===== src/common/omdec_defs.vh =====
// Address map constants of the octal channel memory map decoder
`ifndef OMDEC_DEFS_VH
`define OMDEC_DEFS_VH

// ----------------------------------------------------------------
// Host address layout
// ----------------------------------------------------------------
`define OMD_ADDR_W 14
`define OMD_EXP_BIT 13
`define OMD_CH_HI 12
`define OMD_CH_LO 10
`define OMD_OFS_HI 9
`define OMD_EXP_ADDR_HI 12

// ----------------------------------------------------------------
// Offsets inside one 1024-byte channel window
// ----------------------------------------------------------------
`define OMD_UREG_FIRST 10'h000
`define OMD_UREG_LAST 10'h00F
`define OMD_CFG_FIRST 10'h080
`define OMD_CFG_LAST 10'h09A
`define OMD_LANE_FIRST 10'h088
`define OMD_LANE_LAST 10'h08B
`define OMD_FIFO_FIRST 10'h100
`define OMD_FIFO_LAST 10'h1FF
`define OMD_RXERR_FIRST 10'h200
`define OMD_RXERR_LAST 10'h3FF

// ----------------------------------------------------------------
// Region codes
// ----------------------------------------------------------------
`define OMD_RG_RSVD 3'h0
`define OMD_RG_UREG 3'h1
`define OMD_RG_CFG 3'h2
`define OMD_RG_FIFO 3'h3
`define OMD_RG_RXERR 3'h4
`define OMD_RG_EXP 3'h5

// ----------------------------------------------------------------
// Reset and fill values
// ----------------------------------------------------------------
`define OMD_BYTE_ZERO 8'h00
`define OMD_CH_ZERO 3'h0
`define OMD_OFS_ZERO 10'h000
`define OMD_EXP_ZERO 13'h0000
`define OMD_MASK_ALL 8'hFF
`define OMD_MASK_ONE 8'h01

`endif


===== src/hdl/omdec_top.v =====
// Memory map decoder routing host byte accesses to channel, shared and expansion targets
//
// Notes on behaviour
// - Channel n's 16-byte register block sits at n*0x400, its low eight bytes a standard UART set.
// - Offsets 0x80..0x9A of every window all reach the one shared configuration register set.
// - A read at window offset 0x100..0x1FF pops the next byte of that channel's receive FIFO.
// - A write at window offset 0x100..0x1FF pushes the byte into that channel's transmit FIFO.
// - Window offsets 0x200..0x3FF read receive data with its line status, and writes do nothing.
// - Host addresses 0x2000..0x3FFF are forwarded to the expansion port for channels 8 to 15.
// - Writes to shared bytes 0x88..0x8B through a window change only that window's channel bit.
// - The decoder claims 8K of eight contiguous 1024-byte channel windows from the base.
`timescale 1ns/1ps
`include "omdec_defs.vh"

module omdec_top (
    input wire CLK_I,
    input wire ARST_N_I,
    // Host request and answer
    input wire REQ_VALID_I,
    input wire REQ_WRITE_I,
    input wire [`OMD_ADDR_W-1:0] REQ_ADDR_I,
    input wire [7:0] REQ_WDATA_I,
    output wire REQ_READY_O,
    output wire RSP_VALID_O,
    output wire [7:0] RSP_RDATA_O,
    // Common target address and data
    output wire [2:0] TGT_CH_O,
    output wire [9:0] TGT_OFS_O,
    output wire TGT_WE_O,
    output wire [7:0] TGT_WDATA_O,
    // Channel register blocks
    output wire UREG_STB_O,
    input wire [7:0] UREG_RDATA_I,
    // Shared configuration registers
    output wire CFG_STB_O,
    output wire [7:0] CFG_WMASK_O,
    input wire [7:0] CFG_RDATA_I,
    // Receive and transmit FIFOs
    output wire RXF_POP_O,
    input wire [7:0] RXF_DATA_I,
    input wire [7:0] RXF_LINE_STATUS_BYTE_I,
    output wire TXF_PUSH_O,
    // Expansion port
    output wire EXP_STB_O,
    output wire [`OMD_EXP_ADDR_HI:0] EXP_ADDR_O,
    input wire [7:0] EXP_RDATA_I,
    input wire EXP_ACK_I
);

    // ------------------------------------------------------------
    // States
    // ------------------------------------------------------------
    localparam ST_IDLE = 2'b00;
    localparam ST_ISSUE = 2'b01;
    localparam ST_RESP = 2'b10;

    reg [1:0] state_r;
    reg [1:0] state_nxt;

    // Latched request
    reg [2:0] region_r;
    reg [2:0] ch_r;
    reg [9:0] ofs_r;
    reg we_r;
    reg [7:0] wdata_r;
    reg [7:0] mask_r;
    reg [`OMD_EXP_ADDR_HI:0] exp_addr_r;

    // Answer and the data byte held back from a paired status read
    reg [7:0] rdata_r;
    reg [7:0] rdata_nxt;
    reg [7:0] hold_r;

    wire [2:0] dec_region;
    wire [2:0] dec_ch;
    wire [9:0] dec_ofs;
    wire [7:0] dec_mask;
    wire accept;
    wire issue;
    wire done;
    wire rx_pair_low;

    // ------------------------------------------------------------
    // Address decode
    // ------------------------------------------------------------
    // Eight 1024-byte windows plus the expansion half
    omdec_region_decode u_dec (
        .addr_i(REQ_ADDR_I),
        .region_o(dec_region),
        .chan_o(dec_ch),
        .ofs_o(dec_ofs),
        .lane_mask_o(dec_mask)
    );

    // ------------------------------------------------------------
    // Handshake
    // ------------------------------------------------------------
    // One access in flight; the host sees back-pressure until answered
    assign REQ_READY_O = (state_r == ST_IDLE);
    assign accept = REQ_VALID_I && REQ_READY_O;
    assign issue = (state_r == ST_ISSUE);
    // Local targets answer at once, the expansion side when it acks
    assign done = issue && ((region_r != `OMD_RG_EXP) || EXP_ACK_I);
    assign RSP_VALID_O = (state_r == ST_RESP);
    assign RSP_RDATA_O = rdata_r;

    // Even byte of a status pair pops; the odd one replays the data
    assign rx_pair_low = !ofs_r[0];

    // ------------------------------------------------------------
    // Target strobes
    // ------------------------------------------------------------
    // Local target strobes are one-cycle pulses in the issue cycle
    assign UREG_STB_O = issue && (region_r == `OMD_RG_UREG);
    assign CFG_STB_O = issue && (region_r == `OMD_RG_CFG);
    assign TXF_PUSH_O = issue && (region_r == `OMD_RG_FIFO) && we_r;
    assign RXF_POP_O = issue && !we_r && ((region_r == `OMD_RG_FIFO)
        || ((region_r == `OMD_RG_RXERR) && rx_pair_low));
    // Held until the expansion side acknowledges
    assign EXP_STB_O = issue && (region_r == `OMD_RG_EXP);

    assign TGT_CH_O = ch_r;
    assign TGT_OFS_O = ofs_r;
    assign TGT_WE_O = we_r;
    assign TGT_WDATA_O = wdata_r;
    assign CFG_WMASK_O = mask_r;
    assign EXP_ADDR_O = exp_addr_r;

    // ------------------------------------------------------------
    // Sequencer
    // ------------------------------------------------------------
    // Next state
    always @* begin
        state_nxt = state_r;
        case (state_r)
            ST_IDLE: begin
                if (accept) begin
                    state_nxt = ST_ISSUE;
                end
            end
            ST_ISSUE: begin
                if (done) begin
                    state_nxt = ST_RESP;
                end
            end
            ST_RESP: begin
                state_nxt = ST_IDLE;
            end
            default: begin
                state_nxt = ST_IDLE;
            end
        endcase
    end

    // Read data selection; writes and reserved gaps answer zero
    always @* begin
        rdata_nxt = `OMD_BYTE_ZERO;
        if (!we_r) begin
            case (region_r)
                `OMD_RG_UREG: begin
                    rdata_nxt = UREG_RDATA_I;
                end
                `OMD_RG_CFG: begin
                    rdata_nxt = CFG_RDATA_I;
                end
                `OMD_RG_FIFO: begin
                    rdata_nxt = RXF_DATA_I;
                end
                `OMD_RG_RXERR: begin
                    if (rx_pair_low) begin
                        rdata_nxt = RXF_LINE_STATUS_BYTE_I;
                    end else begin
                        rdata_nxt = hold_r;
                    end
                end
                `OMD_RG_EXP: begin
                    rdata_nxt = EXP_RDATA_I;
                end
                default: begin
                    rdata_nxt = `OMD_BYTE_ZERO;
                end
            endcase
        end
    end

    // State register
    always @(posedge CLK_I or negedge ARST_N_I) begin
        if (!ARST_N_I) begin
            state_r <= ST_IDLE;
        end else begin
            state_r <= state_nxt;
        end
    end

    // Request latch; fields stay stable through issue and answer
    always @(posedge CLK_I or negedge ARST_N_I) begin
        if (!ARST_N_I) begin
            region_r <= `OMD_RG_RSVD;
            ch_r <= `OMD_CH_ZERO;
            ofs_r <= `OMD_OFS_ZERO;
            we_r <= 1'b0;
            wdata_r <= `OMD_BYTE_ZERO;
            mask_r <= `OMD_MASK_ALL;
            exp_addr_r <= `OMD_EXP_ZERO;
        end else if (accept) begin
            region_r <= dec_region;
            ch_r <= dec_ch;
            ofs_r <= dec_ofs;
            we_r <= REQ_WRITE_I;
            wdata_r <= REQ_WDATA_I;
            mask_r <= dec_mask;
            exp_addr_r <= REQ_ADDR_I[`OMD_EXP_ADDR_HI:0];
        end
    end

    // Answer byte, captured when the target completes
    always @(posedge CLK_I or negedge ARST_N_I) begin
        if (!ARST_N_I) begin
            rdata_r <= `OMD_BYTE_ZERO;
        end else if (done) begin
            rdata_r <= rdata_nxt;
        end
    end

    // Data byte popped with its status, kept for the odd half of the pair.
    // Only one holding byte exists, so pairs must not be interleaved.
    always @(posedge CLK_I or negedge ARST_N_I) begin
        if (!ARST_N_I) begin
            hold_r <= `OMD_BYTE_ZERO;
        end else if (issue && !we_r && (region_r == `OMD_RG_RXERR) && rx_pair_low) begin
            hold_r <= RXF_DATA_I;
        end
    end

endmodule


===== src/hdl/omdec_region_decode.v =====
// Combinational decode of a host address into region, channel and lane mask
`timescale 1ns/1ps
`include "omdec_defs.vh"

module omdec_region_decode (
    input wire [`OMD_ADDR_W-1:0] addr_i,
    output reg [2:0] region_o,
    output wire [2:0] chan_o,
    output wire [9:0] ofs_o,
    output reg [7:0] lane_mask_o
);

    // ------------------------------------------------------------
    // Helpers
    // ------------------------------------------------------------
    // Inclusive offset range test, used for every window region
    function in_range;
        input [9:0] ofs;
        input [9:0] lo;
        input [9:0] hi;
        begin
            in_range = (ofs >= lo) && (ofs <= hi);
        end
    endfunction

    assign chan_o = addr_i[`OMD_CH_HI:`OMD_CH_LO];
    assign ofs_o = addr_i[`OMD_OFS_HI:0];

    // Region select, upper half goes out to the expansion port
    always @* begin
        region_o = `OMD_RG_RSVD;
        if (addr_i[`OMD_EXP_BIT]) begin
            region_o = `OMD_RG_EXP;
        end else if (in_range(ofs_o, `OMD_RXERR_FIRST, `OMD_RXERR_LAST)) begin
            region_o = `OMD_RG_RXERR;
        end else if (in_range(ofs_o, `OMD_FIFO_FIRST, `OMD_FIFO_LAST)) begin
            region_o = `OMD_RG_FIFO;
        end else if (in_range(ofs_o, `OMD_UREG_FIRST, `OMD_UREG_LAST)) begin
            region_o = `OMD_RG_UREG;
        end else if (in_range(ofs_o, `OMD_CFG_FIRST, `OMD_CFG_LAST)) begin
            region_o = `OMD_RG_CFG;
        end
    end

    // Shared per-channel bytes only take the caller's own bit
    always @* begin
        lane_mask_o = `OMD_MASK_ALL;
        if (in_range(ofs_o, `OMD_LANE_FIRST, `OMD_LANE_LAST)) begin
            lane_mask_o = `OMD_MASK_ONE << chan_o;
        end
    end

endmodule


===== config.mk =====
export PLATFORM = sky130hd
export DESIGN_NAME = omdec_top
export DESIGN_NICKNAME = d
export VERILOG_FILES = /design/src/hdl/omdec_top.v /design/src/hdl/omdec_region_decode.v
export VERILOG_INCLUDE_DIRS = /design/src /design/src/common
export SDC_FILE = /design/constraint.sdc
export NUM_CORES = 1
export LEC_CHECK = 0
export BUFFER_PORTS_ARGS = -buffer_cell sky130_fd_sc_hd__buf_2
export CORE_MARGIN = 8
export CORE_UTILIZATION = 30
export DETAILED_ROUTE_END_ITERATION = 16
export PLACE_DENSITY_LB_ADDON = 0.08
export SYNTH_ARGS = -nofsm -noshare
export SYNTH_HDL_FRONTEND = slang
export SYNTH_SLANG_ARGS = --single-unit

===== constraint.sdc =====
create_clock -name CLK_I -period 2.25 [get_ports CLK_I]
set_input_delay 0 -clock CLK_I [delete_from_list [all_inputs] [get_ports CLK_I]]
set_output_delay 0 -clock CLK_I [all_outputs]
set_load 0.01 [all_outputs]

==> flow_metrics.tcl <==
set metrics [dict create \
    ys_ff_latch 51 \
    via_per_inst 4.741 \
    max_stage_delay_ns 0.58 \
    place_area_mm2 0.003284 \
    min_from "CFG_RDATA_I[1]" \
    critPathRequiredTime_ns 2.50 \
    drive_gt1_share_pct 39.61 \
    fin_crit_sh_pct 91.00 \
    cts.sinks 51 \
    rr_endpoint "CFG_WMASK_O[3]" \
    yosys.area.top_type "dfrtp_1" \
    antenna_found_initial 0 \
    hold_path.class "in2reg" \
    slowest_stage "dlygate4sd3_1" \
    r2r_cells 5 \
    grt_max_degree 38 \
    core_area_mm2 0.008636 \
    synth.distinct_cells 40 \
    post-route-drc-count 0 \
    setup_viol 0 \
    rsz0062_at_grt "false" \
    antenna_cells 0 \
    crit_path_cell_trace "nor2_1 > and2_1 > nand2_1 > o311ai_1 > dlygate4sd3_1" \
    synthFlopType "dfrtp_1" \
    seqCellArea_mm2 0.001286 \
    row_count 34 \
    post-route-util_pct 43.03 \
    status "finished clean" \
    cap_violations 0 \
    pin_count 125 \
    cts_setup_buffers 0 \
    reg2reg_from "state_r[0]" \
    relSlewSlack_pct 45.42 \
    start_kind "register" \
    slew_viol_final 0 \
    crit_fanout 9 \
    clockBufferDepth 2 \
    hpwl_mm 6.462 \
    fmax_mhz 488.4 \
    layout.nets 480 \
    synth_edf_count 0 \
    syn_inst 268 \
    synth_area_per_cell_um2 9.870 \
    n_fill_cell 865 \
    yosys_warnings 0 \
    antenna_left 0 \
    insertion_delay_ns 0.30 \
    vias 2475 \
    peakVddDrop_mv 0.6038 \
    period_needed_ns 2.047 \
    drt_wl_total_mm 8.494 \
    synth_most_common_cell "nand2_1" \
    cts_made_buffers 5 \
    drtIter0Drc 99 \
    min_delay_worst_endpoint "RSP_RDATA_O[1]" \
    synth_top_area_share_pct 40.68 \
    path_delay_family "simple AND/OR/NAND/NOR gates" \
    synth_area_mm2 0.002645 \
    grt_pass1_vias 2649 \
    crit_path_end_kind "register" \
    place_congestion 0.8388 \
    grt_usage_pct 14.06 \
    tightest_slew_ns 0.8187 \
    die_h_um 109.9 \
    ys_seq_area_share_pct 48.63 \
    final.setup.tns_ns 0 \
    stdcell_area_mm2 0.003716 \
    syn_to_final_growth_pct 40.49 \
    start_util_pct 30.63 \
    grt_overflow 0 \
    yosys-top-cells-count "nand2_1, dfrtp_1, buf_4" \
    clk_pin_slew_worst_paths_ns 0.10 \
    powerDensity_mw_per_mm2 1223 \
    ff2ff_setup_slack_ns 0.20 \
    path_buf_inv 1 \
    die_w_um 109.9 \
    hold_viol 0 \
    tritoncts "yes" \
    critPathArrivalTime_ns 2.30 \
    cts_root_buffer "clkbuf_8" \
    wl_per_cell_um 16.27 \
    p_leak_nw 1.886 \
    crit_start "state_r[0]" \
    async_flop_share_pct 100.0 \
    dr.pass1.iters 5 \
    syn-num-nets 335 \
    min_path_cells 3 \
    netlist_top_cells_area "dfrtp_1, nand2_1, dfstp_2" \
    multi_input_area_mm2 0.001166 \
    die_area_mm2 0.01208 \
    grt_pass1_wl_mm 13.32 \
    fin_skew_ns 0.007549 \
    numPortBuffers 124 \
    htreeDepth 2 \
    crit_type "reg2reg" \
]
==> registers in the layout, indices dropped and copies added, names as in the netlist <==
name and cells:
TGT_OFS_O 9, CFG_WMASK_O 8, RSP_RDATA_O 8, TGT_WDATA_O 8, hold_r 8, TGT_CH_O 3
region_r 3, state_r 2, EXP_ADDR_O 1, TGT_WE_O 1
==> per-layer routing <==
metal  wire length, um  GRT usage (%)  up-vias  share of wire (%)
met3               642          3.283        4                7.6
met1              3654          17.21     1164                 43
met5                 0              0        -                  0
met2              4141          24.40       90                 49
li1                  -              -     1217                  -
met4                55          3.182        0               0.65
==> stage by stage <==
step / power (mW) / cells / hold slack (ns) / setup slack (ns)
floorplan: 3.286 / 268 / -0.2956 / 0.7765
global placement: 4.006 / 480 / 0.1639 / 0.5166
detailed placement: 4.015 / 480 / 0.1584 / 0.4824
CTS: 4.638 / 522 / 0.005554 / 0.1125
global route: 4.923 / 522 / 0.02734 / 0.05416
finish: 4.546 / 522 / 0.01070 / 0.2026
==> power breakdown <==
part,switching (mW),total [mW],internal [mW]
clock,0.313,0.537,0.224
combinational,1.22,2.25,1.03
sequential,0.374,1.76,1.38
total,1.91,4.55,2.64
==> worst min-delay path, cell delays in order <==
cell and delay, ns:
buf_2 0.08, a222oi_1 0.08, o2bb2ai_1 0.12
==> cell families after synthesis <==
kind of cell | share of synthesized area, %
buffers and inverters | 7.379
muxes | 10.93
and+or+nand+nor | 19.63
AOI/OAI and AO/OA | 13.43
DFF | 48.63
==> worst max-delay path by stage <==
stage                     end  slack [ns]  cells past startpoint
6_report       CFG_WMASK_O[3]        0.20                      5
5_1_grt        CFG_WMASK_O[3]        0.05                      5
4_1_cts        CFG_WMASK_O[3]        0.11                      5
3_5_place_dp   RSP_RDATA_O[4]        0.48                      3
3_3_place_gp   RSP_RDATA_O[6]        0.52                      3
2_1_floorplan  RSP_RDATA_O[0]        0.78                      4
==> layout make-up <==
type,count,area share [%]
inverters,5,0.5051
multi-input cells,184,31.38
repair buffers,166,27.47
well taps,108,3.636
flip-flops and latches,51,34.61
clock buffers,6,1.953
clock inverters,2,0.4377
==> cells in the final DEF (no fill, tap or decap), types with 7 or more instances in the layout <==
cell             n
mux2_1           7
o21ai_0          9
nand3b_1         8
mux2i_1          9
o2bb2ai_1        8
a222oi_1         7
buf_4            8
nor2_1           8
nand2_1         74
dfstp_2          8
buf_2          124
mux2_4           8
dlygate4sd3_1   34
dfrtp_1         43
==> repair_timing <==
item / in CTS / in global routing
hold buffers: 34 / 0
hold endpoints to repair: 64 / 0
gates resized for setup: 0 / 1
setup endpoints to repair: 0 / 1
Note: power is estimated with default switching activity, not from simulation.
